## config.mk

```make
export PLATFORM = sky130hd
export DESIGN_NAME = apw_top
export DESIGN_NICKNAME = d
export VERILOG_FILES = /design/src/apw_pkg.sv /design/src/apw_sync.sv /design/src/apw_top.sv /design/src/apw_wdog.sv
export SDC_FILE = /design/constraint.sdc
export NUM_CORES = 1
export LEC_CHECK = 0
export ABC_AREA = 1
export CORE_MARGIN = 1
export CORE_UTILIZATION = 60
export DETAILED_ROUTE_END_ITERATION = 7
export DONT_BUFFER_PORTS = 1
export GPL_TIMING_DRIVEN = 0
export PLACE_DENSITY = 0.85
export SYNTH_ARGS = -nofsm -noshare
export SYNTH_HDL_FRONTEND = slang
export SYNTH_HIERARCHICAL = 1
export SYNTH_SLANG_ARGS = --single-unit
```

## constraint.sdc

```tcl
create_clock -name mclk_in -period 9.17 [get_ports mclk_in]
set_input_delay 0.4585 -clock mclk_in [delete_from_list [all_inputs] [get_ports mclk_in]]
set_output_delay 0.4585 -clock mclk_in [all_outputs]
set_load 0.01 [all_outputs]
```

## src/apw_pkg.sv

```systemverilog
package apw_pkg;
    // register byte offsets
    localparam logic [7:0] OFS_CTRL   = 8'h00;
    localparam logic [7:0] OFS_PERIOD = 8'h04;
    localparam logic [7:0] OFS_STATUS = 8'h08;
    localparam logic [7:0] OFS_MASK   = 8'h0C;
    localparam logic [7:0] OFS_COUNT  = 8'h10;
    localparam logic [7:0] OFS_WDCTL  = 8'h14;
    localparam logic [7:0] OFS_WDSVC  = 8'h18;
    localparam logic [7:0] OFS_WDCNT  = 8'h1C;
    // control field positions
    localparam int CTL_EN_BIT   = 0;
    localparam int CTL_CSEL_BIT = 1;
    localparam int CTL_PIN_BIT  = 2;
    localparam int CTL_TRIM_LSB = 8;
    localparam int TRIM_W       = 6;
    // status and mask bits
    localparam int ST_PER_BIT = 0;
    localparam int ST_WD_BIT  = 1;
    localparam int ST_W       = 2;
    // watchdog control fields
    localparam int WD_SEL_LSB  = 0;
    localparam int WD_WIN_BIT  = 3;
    localparam int WD_LOCK_BIT = 4;
    // reset values
    localparam logic [15:0] PERIOD_RST = 16'h0000;
    localparam logic [5:0]  TRIM_RST   = 6'h00;
    localparam logic [1:0]  MASK_RST   = 2'h0;
    localparam logic [2:0]  WDSEL_RST  = 3'h0;
    // watchdog service values and time-out scale
    localparam logic [7:0]  SVC_FIRST  = 8'h55;
    localparam logic [7:0]  SVC_SECOND = 8'hAA;
    localparam int          WD_EXP_BASE = 7;
    localparam int          WD_CNT_W    = 22;
endpackage : apw_pkg

```

## src/apw_sync.sv

```systemverilog
`timescale 1ns/1ps
// two-flop synchroniser for a pin level
module apw_sync (
    input  wire logic mclk_in,
    input  wire logic rst_in,
    input  wire logic d_in,
    output logic      q_out
);
    logic meta_reg; // first stage, read only by second

    // sample the pin twice
    always_ff @(posedge mclk_in) begin
        if (rst_in) begin
            meta_reg <= 1'b0;
            q_out    <= 1'b0;
        end else begin
            meta_reg <= d_in;
            q_out    <= meta_reg;
        end
    end
endmodule : apw_sync

```

## src/apw_top.sv

```systemverilog
`timescale 1ns/1ps
// periodic wake-up timer with watchdog, Avalon-MM slave
module apw_top (
    input  wire logic        mclk_in,
    input  wire logic        rst_in,
    input  wire logic [7:0]  avs_address_in,
    input  wire logic        avs_read_in,
    input  wire logic        avs_write_in,
    input  wire logic [31:0] avs_writedata_in,
    input  wire logic [3:0]  avs_byteenable_in,
    output logic      [31:0] avs_readdata_out,
    output logic             avs_waitrequest_out,
    input  wire logic        aclk_pin_in,
    input  wire logic        bus_clk_on_in,
    output logic             wave_pin_out,
    output logic             wave_pin_oe_out,
    output logic             irq_out,
    output logic             wd_reset_out
);
    localparam int CW = apw_pkg::WD_CNT_W;

    // merge write data into a word by byte lane
    function automatic logic [31:0] merge(
        input logic [31:0] old,
        input logic [31:0] nw,
        input logic [3:0]  be
    );
        logic [31:0] m;
        m = '0;
        for (int i = 0; i < 4; i++) begin
            m[i*8 +: 8] = be[i] ? nw[i*8 +: 8] : old[i*8 +: 8];
        end
        merge = m;
    endfunction : merge

    // bytes written, zero elsewhere, for clear-by-one
    function automatic logic [31:0] lanes(
        input logic [31:0] nw,
        input logic [3:0]  be
    );
        logic [31:0] m;
        m = '0;
        for (int i = 0; i < 4; i++) begin
            m[i*8 +: 8] = be[i] ? nw[i*8 +: 8] : 8'h00;
        end
        lanes = m;
    endfunction : lanes

    // ---- register state ----
    logic        en_reg;        // periodic_timer_enable
    logic        csel_reg;      // periodic_clock_select, 1 = autonomous
    logic        pin_reg;       // external_pin_access_enable
    logic [5:0]  trim_reg;      // autonomous_osc_trim
    logic [15:0] period_reg;    // period_value
    logic [1:0]  status_reg;    // sticky event flags
    logic [1:0]  mask_reg;      // bit 0 is periodic_irq_enable
    logic [2:0]  wdsel_reg;     // timeout_select
    logic        wdwin_reg;     // window_mode_enable
    logic        wdlock_reg;    // watchdog control written once

    // ---- timer state ----
    logic [15:0] cnt_reg;       // down counter
    logic        wave_reg;      // waveform level
    logic        aclk_s;        // synchronised autonomous clock
    logic        aclk_d_reg;    // delayed copy for edge
    logic        bus_on_s;      // synchronised bus clock gate

    // ---- bus decode ----
    logic        req;           // read or write pending
    logic        acc;           // access completes this edge
    logic        wr;            // write completes this edge
    logic [31:0] wdat;          // write data alias
    logic [3:0]  be;            // byte enables alias
    logic [31:0] rd_next;       // read data to register

    // ---- events ----
    logic        aclk_tick;     // one cycle per rising autonomous edge
    logic        tick;          // selected timer tick
    logic        expire;        // period elapsed
    logic [1:0]  set_ev;        // events this cycle
    logic [1:0]  clr_ev;        // software clear bits
    logic [CW-1:0] wd_cnt;      // watchdog count
    logic        wd_fire;       // watchdog reset pulse
    logic        svc;           // service write strobe

    // a transfer completes where waitrequest is low;
    // writes land there, reads were taken an edge before
    assign req  = avs_read_in || avs_write_in;
    assign acc  = req && !avs_waitrequest_out;
    assign wr   = acc && avs_write_in;
    assign wdat = avs_writedata_in;
    assign be   = avs_byteenable_in;

    // autonomous clock arrives on a pin: synchronise
    // two flops guard against metastability
    apw_sync u_aclk_sync (
        .mclk_in (mclk_in),
        .rst_in  (rst_in),
        .d_in    (aclk_pin_in),
        .q_out   (aclk_s)
    );

    // bus clock gate also comes from outside
    // high means one timer tick per system clock
    apw_sync u_bus_sync (
        .mclk_in (mclk_in),
        .rst_in  (rst_in),
        .d_in    (bus_clk_on_in),
        .q_out   (bus_on_s)
    );

    // reset low like the idle pin, so no false edge
    // edge detector on the synchronised level
    always_ff @(posedge mclk_in) begin
        if (rst_in) begin
            aclk_d_reg <= 1'b0;
        end else begin
            aclk_d_reg <= aclk_s;
        end
    end

    assign aclk_tick = aclk_s && !aclk_d_reg;

    // source select; bus source ticks only while bus clock runs
    // a stopped bus clock gives no ticks: count freezes
    assign tick = csel_reg ? aclk_tick : bus_on_s;

    // expiry when the count has run down on a tick
    // a period spans period_value plus one ticks
    assign expire = en_reg && tick && (cnt_reg == 16'h0000);

    // waitrequest: high idle, low one cycle per request
    // the wait state lets read data come from a flop;
    // a held request is answered every other cycle, high in between
    always_ff @(posedge mclk_in) begin
        if (rst_in) begin
            avs_waitrequest_out <= 1'b1;
        end else if (req && avs_waitrequest_out) begin
            avs_waitrequest_out <= 1'b0;
        end else begin
            avs_waitrequest_out <= 1'b1;
        end
    end

    // read mux; unmapped offsets read zero
    // count views are live and read-only
    always_comb begin
        rd_next = '0;
        case (avs_address_in)
            apw_pkg::OFS_CTRL: begin
                rd_next[apw_pkg::CTL_EN_BIT]   = en_reg;
                rd_next[apw_pkg::CTL_CSEL_BIT] = csel_reg;
                rd_next[apw_pkg::CTL_PIN_BIT]  = pin_reg;
                rd_next[apw_pkg::CTL_TRIM_LSB +: apw_pkg::TRIM_W] = trim_reg;
            end
            apw_pkg::OFS_PERIOD: begin
                rd_next[15:0] = period_reg;
            end
            apw_pkg::OFS_STATUS: begin
                rd_next[apw_pkg::ST_W-1:0] = status_reg;
            end
            apw_pkg::OFS_MASK: begin
                rd_next[apw_pkg::ST_W-1:0] = mask_reg;
            end
            apw_pkg::OFS_COUNT: begin
                rd_next[15:0] = cnt_reg;
            end
            apw_pkg::OFS_WDCTL: begin
                rd_next[apw_pkg::WD_SEL_LSB +: 3] = wdsel_reg;
                rd_next[apw_pkg::WD_WIN_BIT]      = wdwin_reg;
                rd_next[apw_pkg::WD_LOCK_BIT]     = wdlock_reg;
            end
            apw_pkg::OFS_WDCNT: begin
                rd_next[CW-1:0] = wd_cnt;
            end
            default: begin
                rd_next = '0;
            end
        endcase
    end

    // read data captured while waitrequest is high
    // data hold until the next read, so they stand at accept
    always_ff @(posedge mclk_in) begin
        if (rst_in) begin
            avs_readdata_out <= '0;
        end else if (req && avs_waitrequest_out && avs_read_in) begin
            avs_readdata_out <= rd_next;
        end
    end

    // control register; clock select locked while enabled
    // enable, pin access and trim are always writable
    always_ff @(posedge mclk_in) begin
        if (rst_in) begin
            en_reg   <= 1'b0;
            csel_reg <= 1'b0;
            pin_reg  <= 1'b0;
            trim_reg <= apw_pkg::TRIM_RST;
        end else if (wr && avs_address_in == apw_pkg::OFS_CTRL) begin
            logic [31:0] c;
            c = merge({18'h0000, trim_reg, 5'h00, pin_reg,
                       csel_reg, en_reg}, wdat, be);
            en_reg   <= c[apw_pkg::CTL_EN_BIT];
            pin_reg  <= c[apw_pkg::CTL_PIN_BIT];
            trim_reg <= c[apw_pkg::CTL_TRIM_LSB +: apw_pkg::TRIM_W];
            // select writes while running are dropped
            if (!en_reg) begin
                csel_reg <= c[apw_pkg::CTL_CSEL_BIT];
            end
        end
    end

    // period register; writes ignored while enabled
    // the lock keeps a running count in step with its period
    always_ff @(posedge mclk_in) begin
        if (rst_in) begin
            period_reg <= apw_pkg::PERIOD_RST;
        end else if (wr && avs_address_in == apw_pkg::OFS_PERIOD && !en_reg) begin
            period_reg <= 16'(merge({16'h0000, period_reg}, wdat, be));
        end
    end

    // interrupt mask register
    // bit 0 gates the periodic flag, bit 1 the watchdog event
    always_ff @(posedge mclk_in) begin
        if (rst_in) begin
            mask_reg <= apw_pkg::MASK_RST;
        end else if (wr && avs_address_in == apw_pkg::OFS_MASK) begin
            mask_reg <= 2'(merge({30'h0000_0000, mask_reg}, wdat, be));
        end
    end

    // watchdog control: first write locks it
    // the lock guards select and window from stray writes;
    // only a write with byte lane 0 counts as the first
    always_ff @(posedge mclk_in) begin
        if (rst_in) begin
            wdsel_reg  <= apw_pkg::WDSEL_RST;
            wdwin_reg  <= 1'b0;
            wdlock_reg <= 1'b0;
        end else if (wr && avs_address_in == apw_pkg::OFS_WDCTL
                     && !wdlock_reg && be[0]) begin
            wdsel_reg  <= wdat[apw_pkg::WD_SEL_LSB +: 3];
            wdwin_reg  <= wdat[apw_pkg::WD_WIN_BIT];
            wdlock_reg <= 1'b1;
        end
    end

    // status flags; a new event wins over a clear
    // ones written clear flags, zeros leave them alone
    assign set_ev[apw_pkg::ST_PER_BIT] = expire;
    assign set_ev[apw_pkg::ST_WD_BIT]  = wd_fire;
    assign clr_ev = (wr && avs_address_in == apw_pkg::OFS_STATUS)
                    ? 2'(lanes(wdat, be)) : 2'b00;

    always_ff @(posedge mclk_in) begin
        if (rst_in) begin
            status_reg <= 2'b00;
        end else begin
            status_reg <= (status_reg & ~clr_ev) | set_ev;
        end
    end

    // level interrupt from unmasked status
    // one cycle behind the flags
    always_ff @(posedge mclk_in) begin
        if (rst_in) begin
            irq_out <= 1'b0;
        end else begin
            irq_out <= |(status_reg & mask_reg);
        end
    end

    // down counter: held at period while disabled, no start-up trim
    // reload while stopped makes every start run full length;
    // the tick at zero reloads instead of wrapping
    always_ff @(posedge mclk_in) begin
        if (rst_in) begin
            cnt_reg <= apw_pkg::PERIOD_RST;
        end else if (!en_reg) begin
            cnt_reg <= period_reg;
        end else if (tick) begin
            if (cnt_reg == 16'h0000) begin
                cnt_reg <= period_reg;
            end else begin
                cnt_reg <= cnt_reg - 16'h0001;
            end
        end
    end

    // waveform toggles on each expiry
    // one toggle per expiry: a square wave of two periods
    always_ff @(posedge mclk_in) begin
        if (rst_in) begin
            wave_reg <= 1'b0;
        end else if (!en_reg) begin
            wave_reg <= 1'b0;
        end else if (expire) begin
            wave_reg <= !wave_reg;
        end
    end

    // pin driven only with timer and pin access enabled
    // enable is high only while the pin is driven
    always_ff @(posedge mclk_in) begin
        if (rst_in) begin
            wave_pin_out    <= 1'b0;
            wave_pin_oe_out <= 1'b0;
        end else begin
            wave_pin_out    <= wave_reg && en_reg && pin_reg;
            wave_pin_oe_out <= en_reg && pin_reg;
        end
    end

    // service strobe on accepted low-byte write
    // service bytes need lane 0; other lanes are ignored
    assign svc = wr && (avs_address_in == apw_pkg::OFS_WDSVC) && be[0];

    // watchdog on the autonomous clock
    // it shares the autonomous tick with the timer
    apw_wdog u_wdog (
        .mclk_in     (mclk_in),
        .rst_in      (rst_in),
        .tick_in     (aclk_tick),
        .sel_in      (wdsel_reg),
        .win_in      (wdwin_reg),
        .svc_in      (svc),
        .svc_data_in (wdat[7:0]),
        .cnt_out     (wd_cnt),
        .reset_out   (wd_fire)
    );

    // reset request delayed one cycle into a registered pulse
    // one registered cycle per watchdog request
    always_ff @(posedge mclk_in) begin
        if (rst_in) begin
            wd_reset_out <= 1'b0;
        end else begin
            wd_reset_out <= wd_fire;
        end
    end
endmodule : apw_top

```

## src/apw_wdog.sv

```systemverilog
`timescale 1ns/1ps
// watchdog counter with service check and window
module apw_wdog (
    input  wire logic                          mclk_in,
    input  wire logic                          rst_in,
    input  wire logic                          tick_in,
    input  wire logic [2:0]                    sel_in,
    input  wire logic                          win_in,
    input  wire logic                          svc_in,
    input  wire logic [7:0]                    svc_data_in,
    output logic      [apw_pkg::WD_CNT_W-1:0]  cnt_out,
    output logic                               reset_out
);
    localparam int CW = apw_pkg::WD_CNT_W;

    // time-out length for a select code
    function automatic logic [CW-1:0] limit_of(input logic [2:0] s);
        limit_of = CW'(1) << (apw_pkg::WD_EXP_BASE + 2 * int'(s));
    endfunction : limit_of

    logic [CW-1:0] lim;        // current time-out
    logic          on;         // watchdog running
    logic          armed_reg;  // first value seen
    logic          bad;        // illegal value
    logic          early;      // write before window
    logic          expire;     // counted out
    logic          fire;       // reset request

    assign lim    = limit_of(sel_in);
    assign on     = (sel_in != 3'h0);
    assign bad    = svc_in && (svc_data_in != apw_pkg::SVC_FIRST)
                    && (svc_data_in != apw_pkg::SVC_SECOND);
    assign early  = svc_in && win_in && (cnt_out < (lim - (lim >> 2)));
    assign expire = tick_in && (cnt_out == lim - CW'(1));
    assign fire   = on && (bad || early || expire);

    // counter, restart and sequence tracking
    always_ff @(posedge mclk_in) begin
        if (rst_in) begin
            cnt_out   <= '0;
            armed_reg <= 1'b0;
            reset_out <= 1'b0;
        end else begin
            reset_out <= fire;
            if (!on || fire) begin
                cnt_out   <= '0;
                armed_reg <= 1'b0;
            end else if (svc_in) begin
                armed_reg <= (svc_data_in == apw_pkg::SVC_FIRST);
                if (armed_reg && svc_data_in == apw_pkg::SVC_SECOND) begin
                    cnt_out <= '0;
                end else if (tick_in) begin
                    cnt_out <= cnt_out + CW'(1);
                end
            end else if (tick_in) begin
                cnt_out <= cnt_out + CW'(1);
            end
        end
    end
endmodule : apw_wdog

```

Word level (Yosys, flattened, before mapping)
Index checks and enable logic that the tools add are counted.
{"block": "op_classes", "addsub": 5, "multipliers": 0, "div": 0, "n_lt_le_gt_ge": 1, "n_eq_ne": 13, "shifts": 1, "mux": 17, "bitwise": 5, "n_reduce_logical": 49}
{"op": "$mux 22", "count": 3}
{"op": "$mux 16", "count": 3}
{"op": "$eq 8x5->1 const B", "count": 4}
{"op": "$shl 1x32->22 const A", "count": 1}
{"op": "$logic_and 1x1->1", "count": 27}
{"op": "$pmux 6 s4", "count": 1}
{"op": "$add 22x1->22 const B", "count": 1}
{"op": "$eq 22x22->1", "count": 1}
{"op": "$lt 22x22->1", "count": 1}
{"op": "$sub 22x1->22 const B", "count": 1}
{"op": "$sub 22x20->22", "count": 1}
{"op": "$eq 8x4->1 const B", "count": 2}
{"op": "$logic_not 16->1", "count": 1}
{"op": "$sub 16x1->16 const B", "count": 1}
{"op": "$pmux 2 s7", "count": 1}
{"op": "$reduce_and 2->1", "count": 5}
{"op": "$pmux 3 s3", "count": 1}
{"op": "$eq 8x3->1 const B", "count": 1}
{"op": "$eq 8x7->1 const B", "count": 1}
{"op": "$eq 8x8->1 const B", "count": 1}
{"op": "$logic_not 8->1", "count": 1}
{"op": "$ne 8x7->1 const B", "count": 1}
{"op": "$ne 8x8->1 const B", "count": 1}
{"op": "$pmux 2 s4", "count": 1}
{"op": "16 further kinds", "count": 29}
{"block": "totals", "register_bits": 107, "latch_bits": 0, "ram_bits": 0, "rom_bits": 0, "inputBits": 50, "output_inout_bits": 37, "word_cells": 118, "n_memories": 0}

Depth between registers and ports, before layout
Gate-level depths: netlist of run 1.
{"block": "depth", "word_depth": 12, "mapped_depth": 20, "ltp_nobuf": 19}

Hierarchy
Netlist of run 1, hierarchy kept.
{"mod": "apw_top", "instances": 1, "cells_each": 595, "area_per_inst_um2": 4112.7, "seq_area_each_um2": 1581.5}
{"mod": "apw_wdog", "instances": 1, "cells_each": 480, "area_per_inst_um2": 3085.5, "seq_area_each_um2": 480.5}
{"mod": "apw_sync", "instances": 2, "cells_each": 6, "area_per_inst_um2": 55.1, "seq_area_each_um2": 40.0}

Worst setup path before layout of run 1
OpenSTA, ideal clock, no wires.
{"block": "synth_timing", "kind": "reg-to-reg", "startpoint": "register wdsel_reg[0]", "endpoint": "register u_wdog/cnt_out[6] in the netlist's numbering", "setup_ns": 0.062, "arrival_time_ns": 2.980, "required_time_ns": 9.108, "slack_ns": 6.128, "path_stages_with_launch": 18, "n_path_buf": 2, "period_less_slack_ns": 3.042, "path_cell_list": "dfxtp_1 -> buf_6 -> inv_2 -> nand3_2 -> ha_1 -> nor4_1 -> a21oi_1 -> o21bai_1 -> xor2_1 -> ha_1 -> a21oi_1 -> o21a_1 -> o21ai_0 -> nor2_1 -> nand2_1 -> nand4_4 -> buf_8 -> nor2_2"}
{"block": "synth_between", "elab_chain_cells": 10, "word_cells_on_any_way": 15}
{"element": "start, declared", "line": "apw_top.sv:57", "source": "logic [2:0] wdsel_reg;"}
{"element": "start signal, assigned", "line": "apw_top.sv:239", "source": "wdsel_reg <= apw_pkg::WDSEL_RST;"}
{"element": "start signal, assigned", "line": "apw_top.sv:244", "source": "wdsel_reg <= wdat[apw_pkg::WD_SEL_LSB +: 3];"}
{"element": "$add 3x4->5", "line": "apw_wdog.sv:18", "source": "limit_of = CW'(1) << (apw_pkg::WD_EXP_BASE + 2 * int'(s));"}
{"element": "$shl 1x32->22", "line": "apw_wdog.sv:18"}
{"element": "$sub 22x20->22", "line": "apw_wdog.sv:33", "source": "assign early = svc_in && win_in && (cnt_out < (lim - (lim >> 2)));"}
{"element": "$lt 22x22->1", "line": "apw_wdog.sv:33"}
{"element": "$logic_and 1x1->1", "line": "apw_wdog.sv:33"}
{"element": "$logic_or 1x1->1 (2 in series)", "line": "apw_wdog.sv:35", "source": "assign fire = on && (bad || early || expire);"}
{"element": "$logic_and 1x1->1", "line": "apw_wdog.sv:35"}
{"element": "$logic_or 1x1->1 *", "line": "apw_wdog.sv:45", "source": "if (!on || fire) begin"}
{"element": "$reduce_or 2->1 (no line) *"}
{"element": "end signal, assigned", "line": "apw_wdog.sv:53", "source": "cnt_out <= cnt_out + CW'(1);"}
{"element": "end signal, assigned", "line": "apw_wdog.sv:56", "source": "cnt_out <= cnt_out + CW'(1);"}
{"element": "end, declared", "line": "apw_wdog.sv:11", "source": "output logic [apw_pkg::WD_CNT_W-1:0] cnt_out,"}
Every way passes the cells marked *; elsewhere a longest branch is shown, timed or not.
A chain may end at the register's enable or synchronous reset.

Final worst setup path of run 1
{"block": "layout_timing", "startpoint": "register wdsel_reg[0]", "endpoint": "register u_wdog/cnt_out[19] in the netlist's numbering"}
The elaborated chain is that of the path after synthesis.

==> metrics.md, run 1 <==
| Metric | Value |
|---|---|
| Post-Syn Instances | `1,087` |
| Die Y | `112.4 µm` |
| Hpwl dp | `15,490 µm` |
| Worst-Skew Late Latency | `350 ps` |
| Status | `finished, final reports clean` |
| Crit path max-delay family | `compound AO/OA/AOI/OAI gates` |
| Die area | `0.01263 mm²` |
| CTS tree | `built` |
| Footprint of the multi-input gates | `0.004487 mm²` |
| Synth area leaders | `dfxtp_1 29%, nand2_1 14%, ha_1 7.9%` |
| Kind of critical path | `reg -> reg` |
| Final hold violations | `0` |
| First-pass GRT wire length | `32,830 µm` |
| Pins Over Slew Limit | `0` |
| Root buf cell | `clkbuf_16` |
| Final TNS setup | `0 ps` |
| Post-synth EDFFs | `0` |
| GRT Util Overall | `32.75%` |
| Top-count cell post-synth | `nand2_1` |
| Cts hold-fix bufs | `0` |
| Starting Density | `62.66%` |
| Measured slew at the worst slew-check pin | `785.2 ps` |
| Final Non-Filler Cells | `1,266` |
| Post-Route WL | `20,250 µm` |
| Global route total overflow | `0` |
| Largest regs | `avs_readdata_out (22), u_wdog/cnt_out (22)` |
| Hold WC Path Type | `in -> reg` |
| Seq/Total Area, Yosys | `29.31%` |
| Static Leak | `3.529 nW` |
| DR iter-0 viols | `669` |
| Most used cell, CP | `o21ai_0` |
| Worst Setup End Kind | `register` |
| Antenna violations before repair | `0` |
| Post-synth top area cell | `dfxtp_1` |
| Max-slew headroom | `47.17%` |
| Fillers | `1,065` |
| Critical path arrival | `3940 ps` |
| Routability-driven placement congestion ratio | `0.9416` |
| Clock Skew | `6.264 ps` |
| Row cnt | `39` |
| Worst-path cell chain | `buf_6 > nand3_1 > ha_1 > inv_1 > a21oi_1 > o21ai_0 > a21oi_1 > o21ai_0 > xor2_1 > ha_1 > nand4_1 > o21ai_0 > nor2_1 > nand2_1 > nand4_4 > buf_6 > nor2_1` |
| RSZ-0062 raised after global routing | `no` |
| Power per cell area | `114.5 mW/mm²` |
| Post-synth ARST share | `0%` |
| Number of setup buffers added after CTS | `0` |
| Total power | `0.0008985 W` |
| Data required time at the worst endpoint | `9460 ps` |
| CP startpoint kind | `register` |
| Top post-synthesis cells by count | `266 x nand2_1, 115 x inv_1, 107 x dfxtp_1` |
| H-tree depth reported by CTS | `3` |
| Setup Viol. Count Final | `0` |
| Number of global-route vias before repair | `6,666` |
| Antenna Diode Count | `0` |
| Clk pin slew, worst setup/hold paths | `70 ps` |
| Die Wd | `112.4 µm` |
| Fmax | `0.2738 GHz` |
| Max VDD drop | `142.6 µV` |
| Final #Nets | `1,216` |
| Avg WL per Cell | `16.00 µm` |
| Critical path peak fanout | `10` |
| Maxcap violations | `0` |
| Share of cells above drive strength 1 | `10.24%` |
| I/O Buffers | `0` |
| Drt drc | `0` |
| Max incr delay on CP | `390 ps` |
| Tcrit/Tclk final | `39.82%` |
| WP buf/inv | `3` |
| CTS sink cnt | `107` |
| Area growth syn-to-layout | `7.379%` |
| Post-route ant nets | `0` |
| Synthesis Warnings | `6` |
| Io pins | `87` |
| Clock tree buffer depth | `2` |
| Core box area | `0.01166 mm²` |
| Count of cell types in the netlist | `46` |
| Via density | `5.822` |
| Synth Flop Type | `dfxtp_1` |
| Sequential cell area | `0.002142 mm²` |
| Largest net degree at the start of global routing | `19` |
| Mean Syn Cell Area | `6.723 µm²` |
| Placed Instances | `1,251` |
| Number of gates resized after cts | `0` |
| #FFs+latches synth | `107` |
| Synth top area share | `29.31%` |
| DRT Pass-1 Iters | `7` |
| CP max-delay cell | `dfxtp_1` |
| CTS buffer count | `9` |
| Via count | `7,371` |
| Netlist Area Pre-Place | `0.007308 mm²` |
| Minimum clock period | `3652 ps` |
==> stage by stage <==
stage	hold WS (ps)	instance area [µm²]	setup slack [ps]	utilization, %
finish	165.2	7848	5518	67.29
global route	154.3	7848	5199	67.29
CTS	161.5	7848	5542	67.29
detailed placement	396.5	7566	5569	64.88
global placement	389.0	7566	5629	64.88
floorplan	388.3	7387	6128	-
==> layer usage <==
layer	track usage, %	share of wire (%)
met5	0	0
met4	9.867	2.5
met3	7.127	12
met2	51.30	43
met1	45.21	43
==> final cells by class <==
| type | instances | area share (%) |
|---|---|---|
| clock buffers | 10 | 3.045 |
| plain buffers | 40 | 3.587 |
| multi-input cells | 834 | 57.17 |
| inverters | 127 | 6.075 |
| well taps | 143 | 2.280 |
| clock inverters | 5 | 0.5421 |
| flip-flops and latches | 107 | 27.30 |
==> layout by cell type, fill, tap and decap left out, types with 4 or more instances in the layout <==
| cell | instances |
|---|---|
| nand2_1 | 266 |
| inv_1 | 115 |
| dfxtp_1 | 107 |
| nand3_1 | 92 |
| nor2_1 | 87 |
| a21oi_1 | 86 |
| o21ai_0 | 80 |
| ha_1 | 46 |
| conb_1 | 24 |
| nor2_2 | 22 |
| nor3_1 | 15 |
| buf_4 | 15 |
| nand4_1 | 15 |
| xor2_1 | 14 |
| nor2_4 | 11 |
| clkbuf_1 | 11 |
| inv_2 | 11 |
| nand2_2 | 10 |
| clkbuf_16 | 9 |
| o21bai_1 | 7 |
| buf_2 | 6 |
| nand3_2 | 6 |
| o21ai_1 | 6 |
| buf_6 | 6 |
| o211ai_1 | 6 |
| nor4_1 | 5 |
| nand3b_1 | 4 |
| inv_6 | 4 |
==> final timing paths <==
kind                                                       from                             end  slack [ps]  cells past startpoint
worst min-delay path                                     rst_in  u_bus_sync/meta_reg$_SDFF_PP0_         170                      1
worst min register to register  u_aclk_sync/meta_reg$_SDFF_PP0_    u_aclk_sync/q_out$_SDFF_PP0_         400                      2
worst max register to register        wdsel_reg[0]$_SDFFE_PP0P_   u_wdog/cnt_out[19]$_SDFF_PP0_        5520                     17
worst max-delay path                  wdsel_reg[0]$_SDFFE_PP0P_   u_wdog/cnt_out[19]$_SDFF_PP0_        5520                     17
==> cell families after synthesis <==
group                      share of synthesized area (%)
AOI/OAI and AO/OA                                  14.98
xor gates and xnor gates                           1.918
adders and majority gates                          8.149
buffers and inverters                              10.37
DFF                                                29.31
other                                             0.1541
and+or+nand+nor                                    35.11
==> where the power goes <==
part / switching, W / total (W) / internal, W
Combinational: 0.0000359 / 0.0000519 / 0.0000161
Clock: 0.000182 / 0.000376 / 0.000194
Sequential: 0.00000320 / 0.000471 / 0.000468
Total: 0.000221 / 0.000899 / 0.000678
No activity file was read; power rests on OpenSTA's default activity.
==> run 2: changes to the inputs <==
==> constraint.sdc (replaced) <==
create_clock -name mclk_in -period 3.6 [get_ports mclk_in]
set_input_delay 0.18 -clock mclk_in [delete_from_list [all_inputs] [get_ports mclk_in]]
set_output_delay 0.18 -clock mclk_in [all_outputs]
set_load 0.01 [all_outputs]
==> metrics.md, run 2 (synthesized netlist as in run 1, its figures left out) <==
| Metric | Value |
|---|---|
| Status | `finished, final reports clean (unchanged)` |
| Die Wd | `112.4 µm (unchanged)` |
| Via density | `5.800 (was 5.822)` |
| Root buf cell | `clkbuf_16 (unchanged)` |
| Largest regs | `avs_readdata_out (22), u_wdog/cnt_out (22) (unchanged)` |
| Global route total overflow | `0 (unchanged)` |
| Critical path arrival | `3630 ps (was 3940 ps)` |
| Max-slew headroom | `43.02% (was 47.17%)` |
| Pins Over Slew Limit | `0 (unchanged)` |
| Clk pin slew, worst setup/hold paths | `70 ps (about the same)` |
| Area growth syn-to-layout | `10.10% (was 7.379%)` |
| H-tree depth reported by CTS | `3 (unchanged)` |
| Final Core Density | `68.99% (was 67.29%)` |
| DR iter-0 viols | `705 (was 669)` |
| Die Y | `112.4 µm (unchanged)` |
| Min Hold Slack | `12.20 ps (was 165.2 ps)` |
| CTS tree | `built (unchanged)` |
| Kind of critical path | `reg -> reg (unchanged)` |
| Row cnt | `39 (unchanged)` |
| Cell count of the worst hold path | `2 (was 1)` |
| Data required time at the worst endpoint | `3890 ps (was 9460 ps)` |
| Avg WL per Cell | `16.26 µm (was 16.00 µm)` |
| Tcrit/Tclk final | `92.83% (was 39.82%)` |
| Worst-Skew Late Latency | `350 ps (about the same)` |
| DRT Pass-1 Iters | `6 (was 7)` |
| Final hold violations | `0 (unchanged)` |
| Antenna violations before repair | `0 (unchanged)` |
| First-pass GRT wire length | `33,700 µm (was 32,830 µm)` |
| Largest net degree at the start of global routing | `19 (unchanged)` |
| Drt drc | `0 (unchanged)` |
| Core box area | `0.01166 mm² (unchanged)` |
| Footprint of the multi-input gates | `0.004548 mm² (was 0.004487 mm²)` |
| Post-Route WL | `20,820 µm (was 20,250 µm)` |
| Post-route ant nets | `0 (unchanged)` |
| Share of cells above drive strength 1 | `10.99% (was 10.24%)` |
| Worst Setup End Kind | `register (unchanged)` |
| Io pins | `87 (unchanged)` |
| Clock Skew | `7.008 ps (was 6.264 ps)` |
| CP startpoint kind | `register (unchanged)` |
| Hpwl dp | `15,490 µm (unchanged)` |
| Setup Viol. Count Final | `0 (unchanged)` |
| Most frequent cells in the layout | `266 x nand2_1, 115 x inv_1, 107 x dfxtp_1 (unchanged)` |
| Power per cell area | `286.6 mW/mm² (was 114.5 mW/mm²)` |
| Most common cell after layout, fill and taps aside | `nand2_1 (unchanged)` |
| Via count | `7,424 (was 7,371)` |
| Starting Density | `62.66% (unchanged)` |
| Fmax | `0.2992 GHz (was 0.2738 GHz)` |
| Final #Nets | `1,230 (was 1,216)` |
| Hold WC Path Type | `in -> reg (unchanged)` |
| CTS sink cnt | `107 (unchanged)` |
| I/O Buffers | `0 (unchanged)` |
| GRT Util Overall | `33.72% (was 32.75%)` |
| Die area | `0.01263 mm² (unchanged)` |
| Number of global-route vias before repair | `6,836 (was 6,666)` |
| Clock tree buffer depth | `2 (unchanged)` |
| Sequential cell area | `0.002142 mm² (unchanged)` |
| Max VDD drop | `363.5 µV (was 142.6 µV)` |
| Routability-driven placement congestion ratio | `0.9416 (unchanged)` |
| R2R depth | `17 (unchanged)` |
| RSZ-0062 raised after global routing | `no (unchanged)` |
| Critical path peak fanout | `10 (unchanged)` |
| Maxcap violations | `0 (unchanged)` |
| Minimum clock period | `3342 ps (was 3652 ps)` |
| Measured slew at the worst slew-check pin | `846.9 ps (was 785.2 ps)` |
| Fillers | `1,016 (was 1,065)` |
| CTS buffer count | `9 (unchanged)` |
| Antenna Diode Count | `0 (unchanged)` |
| Static Leak | `3.591 nW (was 3.529 nW)` |
run 2: cell types whose count changed in the layout (fill, tap and decap cells not counted), sizes merged:
cell,change
buf,+1
dlygate4sd3,+13
run 2: layer usage:
metal,track usage (%),part of all wire [%],vias to the layer above
met2,52.51,43,421
li1,-,-,3628
met4,12.27,2.7,0
met5,0,0,-
met3,8.477,13,66
met1,45.27,41,3309
run 2: where the power goes:
| group | switching, W | internal (W) | leakage, nW |
|---|---|---|---|
| clock | 0.000464 | 0.000495 | 0.136 |
| sequential | 0.00000828 | 0.00119 | 0.864 |
| combinational | 0.0000970 | 0.0000508 | 2.59 |
run 2: worst max-delay path: stages, from the launching register on:
cell and delay (ps):
dfxtp_1 380, buf_6 210, nor2_4 70, nand2_2 130, ha_1 340, nor4_2 370, a21oi_2 150, o21bai_2 190
xor2_1 90, ha_1 300, a21oi_1 70, o21a_1 160, o21ai_0 140, nor2_1 60, nand2_1 160, nand4_4 170
buf_6 200, nor2_1 100
run 2: final timing paths:
kind	from	slack [ps]	end
hold reg to reg	u_aclk_sync/meta_reg$_SDFF_PP0_	410	u_aclk_sync/q_out$_SDFF_PP0_
hold / removal	avs_writedata_in[1]	10	wdsel_reg[1]$_SDFFE_PP0P_
setup reg to reg	wdsel_reg[1]$_SDFFE_PP0P_	260	u_wdog/cnt_out[19]$_SDFF_PP0_
setup / recovery	wdsel_reg[1]$_SDFFE_PP0P_	260	u_wdog/cnt_out[19]$_SDFF_PP0_
run 2: final cells by class:
| class | count | share of cell area (%) |
|---|---|---|
| Timing Repair Buffer | 14 | 1.710 |
| Multi-Input combinational cell | 834 | 56.52 |
| Tap cell | 143 | 2.224 |
| Clock inverter | 5 | 0.5287 |
| Buffer | 40 | 3.499 |
| Sequential cell | 107 | 26.62 |
| Inverter | 127 | 5.924 |
| Clock buffer | 10 | 2.970 |
run 2: per-stage QoR:
step / instances / cell area [µm²] / total power [W] / worst slack, ps / setup TNS, ps
4_1_cts: 1279 / 7988 / 0.002300 / 0.9481 / 0
3_5_place_dp: 1251 / 7566 / 0.001351 / -0.9330 / -0.9330
5_1_grt: 1280 / 8046 / 0.002371 / 6.712 / 0
6_report: 1280 / 8046 / 0.002306 / 258.1 / 0
2_1_floorplan: 1108 / 7387 / 0.001324 / 558.2 / 0
3_3_place_gp: 1251 / 7566 / 0.001349 / 59.23 / 0
run 2: repair_timing:
| item | CTS | global route |
|---|---|---|
| hold buffers | 13 | 0 |
| endpoints found under the hold margin | 14 | 0 |
| pin swaps | 0 | 2 |
| gates resized for setup | 2 | 12 |
| buffers inserted | 0 | 1 |
| setup endpoints to repair | 16 | 24 |
==> run 3: changes to the inputs <==
--- a/config.mk
+++ b/config.mk
@@ -6,13 +6,13 @@
 export NUM_CORES = 1
 export LEC_CHECK = 0
 export ABC_AREA = 1
+export CAP_MARGIN = 5
 export CORE_MARGIN = 1
-export CORE_UTILIZATION = 60
+export CORE_UTILIZATION = 45
 export DETAILED_ROUTE_END_ITERATION = 7
 export DONT_BUFFER_PORTS = 1
 export GPL_TIMING_DRIVEN = 0
-export PLACE_DENSITY = 0.85
+export PLACE_DENSITY = 0.69
 export SYNTH_ARGS = -nofsm -noshare
 export SYNTH_HDL_FRONTEND = slang
-export SYNTH_HIERARCHICAL = 1
 export SYNTH_SLANG_ARGS = --single-unit
==> metrics.md, run 3 <==
| Metric | Value |
|---|---|
| Status | `complete, but fails checks (was finished, final reports clean)` |
| Failing checks | `design-rule violations` |
| Grt met2 use | `47.03% (was 52.51%)` |
| Clock Skew | `5.386 ps (was 7.008 ps)` |
| Static Leak | `3.249 nW (was 3.591 nW)` |
| Synthesis Warnings | `0 (was 6)` |
| R2R depth | `23 (was 17)` |
| CTS buffer count | `9 (unchanged)` |
| Largest net degree at the start of global routing | `17 (was 19)` |
| I/O Buffers | `0 (unchanged)` |
| Post-Syn Instances | `1,053 (was 1,087)` |
| Clock tree buffer depth | `2 (unchanged)` |
| DRT Pass-1 Iters | `8 (was 6)` |
| Placed cell area | `0.007166 mm² (was 0.007566 mm²)` |
| Mean Syn Cell Area | `6.515 µm² (was 6.723 µm²)` |
| CTS sink cnt | `107 (unchanged)` |
| CP startpoint kind | `register (unchanged)` |
| #FFs+latches synth | `107 (unchanged)` |
| H-tree depth reported by CTS | `3 (unchanged)` |
| Die area | `0.01574 mm² (was 0.01263 mm²)` |
| Core box area | `0.01470 mm² (was 0.01166 mm²)` |
| Max VDD drop | `198.7 µV (was 363.5 µV)` |
| Row cnt | `44 (was 39)` |
| Met1 GRT Util | `34.64% (was 45.27%)` |
| Most common cell after layout, fill and taps aside | `nand2_1 (unchanged)` |
| Via density | `5.579 (was 5.800)` |
| Critical path arrival | `3660 ps (was 3630 ps)` |
| Synth Flop Type | `dfxtp_1 (unchanged)` |
| Final hold violations | `0 (unchanged)` |
| Worst Setup End Kind | `register (unchanged)` |
| GR peak layer | `met2 (unchanged)` |
| Via count | `7,174 (was 7,424)` |
| Top post-synthesis cells by count | `223 x nand2_1, 131 x inv_1, 123 x nor2_1 (was 266 x nand2_1, 115 x inv_1, 107 x dfxtp_1)` |
| Total power | `0.002344 W (was 0.002306 W)` |
| Post-synth EDFFs | `0 (unchanged)` |
| Global route total overflow | `0 (unchanged)` |
| Largest regs | `avs_readdata_out (22), u_wdog.cnt_out (22) (was avs_readdata_out (22), u_wdog/cnt_out (22))` |
| Top-count cell post-synth | `nand2_1 (unchanged)` |
| Post-route ant nets | `0 (unchanged)` |
| Pins Over Slew Limit | `0 (unchanged)` |
| Antenna violations before repair | `0 (unchanged)` |
| Count of cell types in the netlist | `38 (was 46)` |
| DR iter-0 viols | `870 (was 705)` |
| Synth area leaders | `dfxtp_1 31%, nand2_1 12%, ha_1 8.2% (was dfxtp_1 29%, nand2_1 14%, ha_1 7.9%)` |
| Minimum clock period | `3371 ps (was 3342 ps)` |
| Die Wd | `125.5 µm (was 112.4 µm)` |
| Number of global-route vias before repair | `6,431 (was 6,836)` |
| Hpwl dp | `16,830 µm (was 15,490 µm)` |
| Critical path peak fanout | `10 (unchanged)` |
| Hold WC Path Type | `in -> reg (unchanged)` |
| Post-synth ARST share | `0% (unchanged)` |
| Drt drc | `2 (was 0)` |
| Tcrit/Tclk final | `93.63% (was 92.83%)` |
| Netlist Area Pre-Place | `0.006860 mm² (was 0.007308 mm²)` |
| Avg WL per Cell | `17.07 µm (was 16.26 µm)` |
| Die Y | `125.5 µm (was 112.4 µm)` |
| Io pins | `87 (unchanged)` |
| Antenna Diode Count | `0 (unchanged)` |
| Finished Cell Area | `0.007722 mm² (was 0.008046 mm²)` |
| Final #Nets | `1,192 (was 1,230)` |
| CTS tree | `built (unchanged)` |
| Worst-Skew Late Latency | `350 ps (about the same)` |
| Cell count of the worst hold path | `2 (unchanged)` |
| Maxcap violations | `0 (unchanged)` |
| Clk pin slew, worst setup/hold paths | `70 ps (about the same)` |
| Routability-driven placement congestion ratio | `1.039 (was 0.9416)` |
| Setup Viol. Count Final | `0 (unchanged)` |
| Fmax | `0.2967 GHz (was 0.2992 GHz)` |
| Root buf cell | `clkbuf_16 (unchanged)` |
| Max-slew headroom | `54.95% (was 43.02%)` |
| Post-synth top area cell | `dfxtp_1 (unchanged)` |
| Most frequent cells in the layout | `220 x nand2_1, 130 x inv_1, 120 x nor2_1 (was 266 x nand2_1, 115 x inv_1, 107 x dfxtp_1)` |
| Share of cells above drive strength 1 | `6.261% (was 10.99%)` |
| Min Hold Slack | `25.15 ps (was 12.20 ps)` |
| Power per cell area | `303.5 mW/mm² (was 286.6 mW/mm²)` |
| First-pass GRT wire length | `34,130 µm (was 33,700 µm)` |
| Kind of critical path | `reg -> reg (unchanged)` |
| Starting Density | `46.67% (was 62.66%)` |
| Seq/Total Area, Yosys | `31.22% (was 29.31%)` |
| Post-Route WL | `21,950 µm (was 20,820 µm)` |
| Final TNS setup | `0 ps (unchanged)` |
| GRT met3 Usage | `4.835% (was 8.477%)` |
| Data required time at the worst endpoint | `3890 ps (about the same)` |
| Synth top area share | `31.22% (was 29.31%)` |
| GRT Util Overall | `28.13% (was 33.72%)` |
| Area growth syn-to-layout | `12.57% (was 10.10%)` |
| Measured slew at the worst slew-check pin | `675.7 ps (was 846.9 ps)` |
## run 3: changes by cell type after synthesis, sizes merged, moves of 8 or more
cell,delta
buf,-9
clkbuf,+8
nand2,-54
nand3,-28
a21oi,+10
o22ai,+12
o21ai,+21
## run 3: kinds of logic after synthesis
group | count (synthesis) | share of synthesized area [%]
AND/OR/NAND/NOR | 468 | 28.96
AO/OA/AOI/OAI | 235 | 18.17
buffers and inverters | 174 | 10.52
flip-flops | 107 | 31.22
adder cells (fa/ha/maj) | 45 | 8.207
XOR/XNOR | 22 | 2.809
other | 2 | 0.1095
## run 3: where the power goes
part / internal (W) / switching (W) / total [W] / leakage, nW
Clock: 0.000556 / 0.000452 / 0.00101 / 0.145
Sequential: 0.00119 / 0.00000980 / 0.00120 / 0.864
Combinational: 0.0000445 / 0.0000896 / 0.000134 / 2.24
Total: 0.00179 / 0.000552 / 0.00234 / 3.25
## run 3: final cells by class
type,instances,area [µm²]
clock buffer,11,242.7
multi-input combinational,792,4199
tap,184,230.2
inverter,135,506.7
sequential,107,2143
buffer,39,222.7
fill,1521,6977
timing repair buffer,13,125.1
clock inverter,5,52.55
## run 3: worst paths after layout
kind                              startpoint                            end  slack, ps
min                      avs_writedata_in[2]      wdsel_reg[2]$_SDFFE_PP0P_         30
min reg2reg  u_aclk_sync.meta_reg$_SDFF_PP0_   u_aclk_sync.q_out$_SDFF_PP0_        410
max reg2reg        wdsel_reg[0]$_SDFFE_PP0P_  u_wdog.cnt_out[12]$_SDFF_PP0_        230
max                wdsel_reg[0]$_SDFFE_PP0P_  u_wdog.cnt_out[12]$_SDFF_PP0_        230
## run 3: layer usage
metal	vias to the layer above	part of all wire [%]
met4	0	5.0
met3	67	6.0
li1	3529	-
met5	-	0
met1	3278	42
met2	300	47
## run 3: per-stage QoR
stage	setup WS (ps)	instances	util [%]
4_1_cts	22.03	1285	51.96
6_report	229.3	1286	52.54
2_1_floorplan	511.6	1073	-
3_3_place_gp	-286.2	1257	48.75
5_1_grt	-29.78	1286	52.54
3_5_place_dp	-289.9	1257	48.75
## run 3: repair_timing
item / 4_1_cts / 5_1_grt
endpoints found under the setup margin: 24 / 24
pin swaps: 0 / 1
endpoints found under the hold margin: 10 / 0
gates resized for setup: 11 / 21
hold buffers: 11 / 0
setup buffers: 1 / 1
## run 3: worst max-delay path, stage by stage (launching register included)
cell	delay (ps)
dfxtp_1	320
buf_6	160
nor2_4	160
nand2_4	120
ha_4	280
nor2_1	150
inv_1	100
o21ai_2	200
a21oi_2	70
xnor2_1	130
ha_1	290
nand2_1	80
nor2_2	160
nand2_1	70
nor2_1	80
nand2_1	70
nand2_1	100
nand2_1	50
nand2_1	70
nand2_1	80
nand2_2	110
nand4_4	140
buf_6	190
nor2_1	110
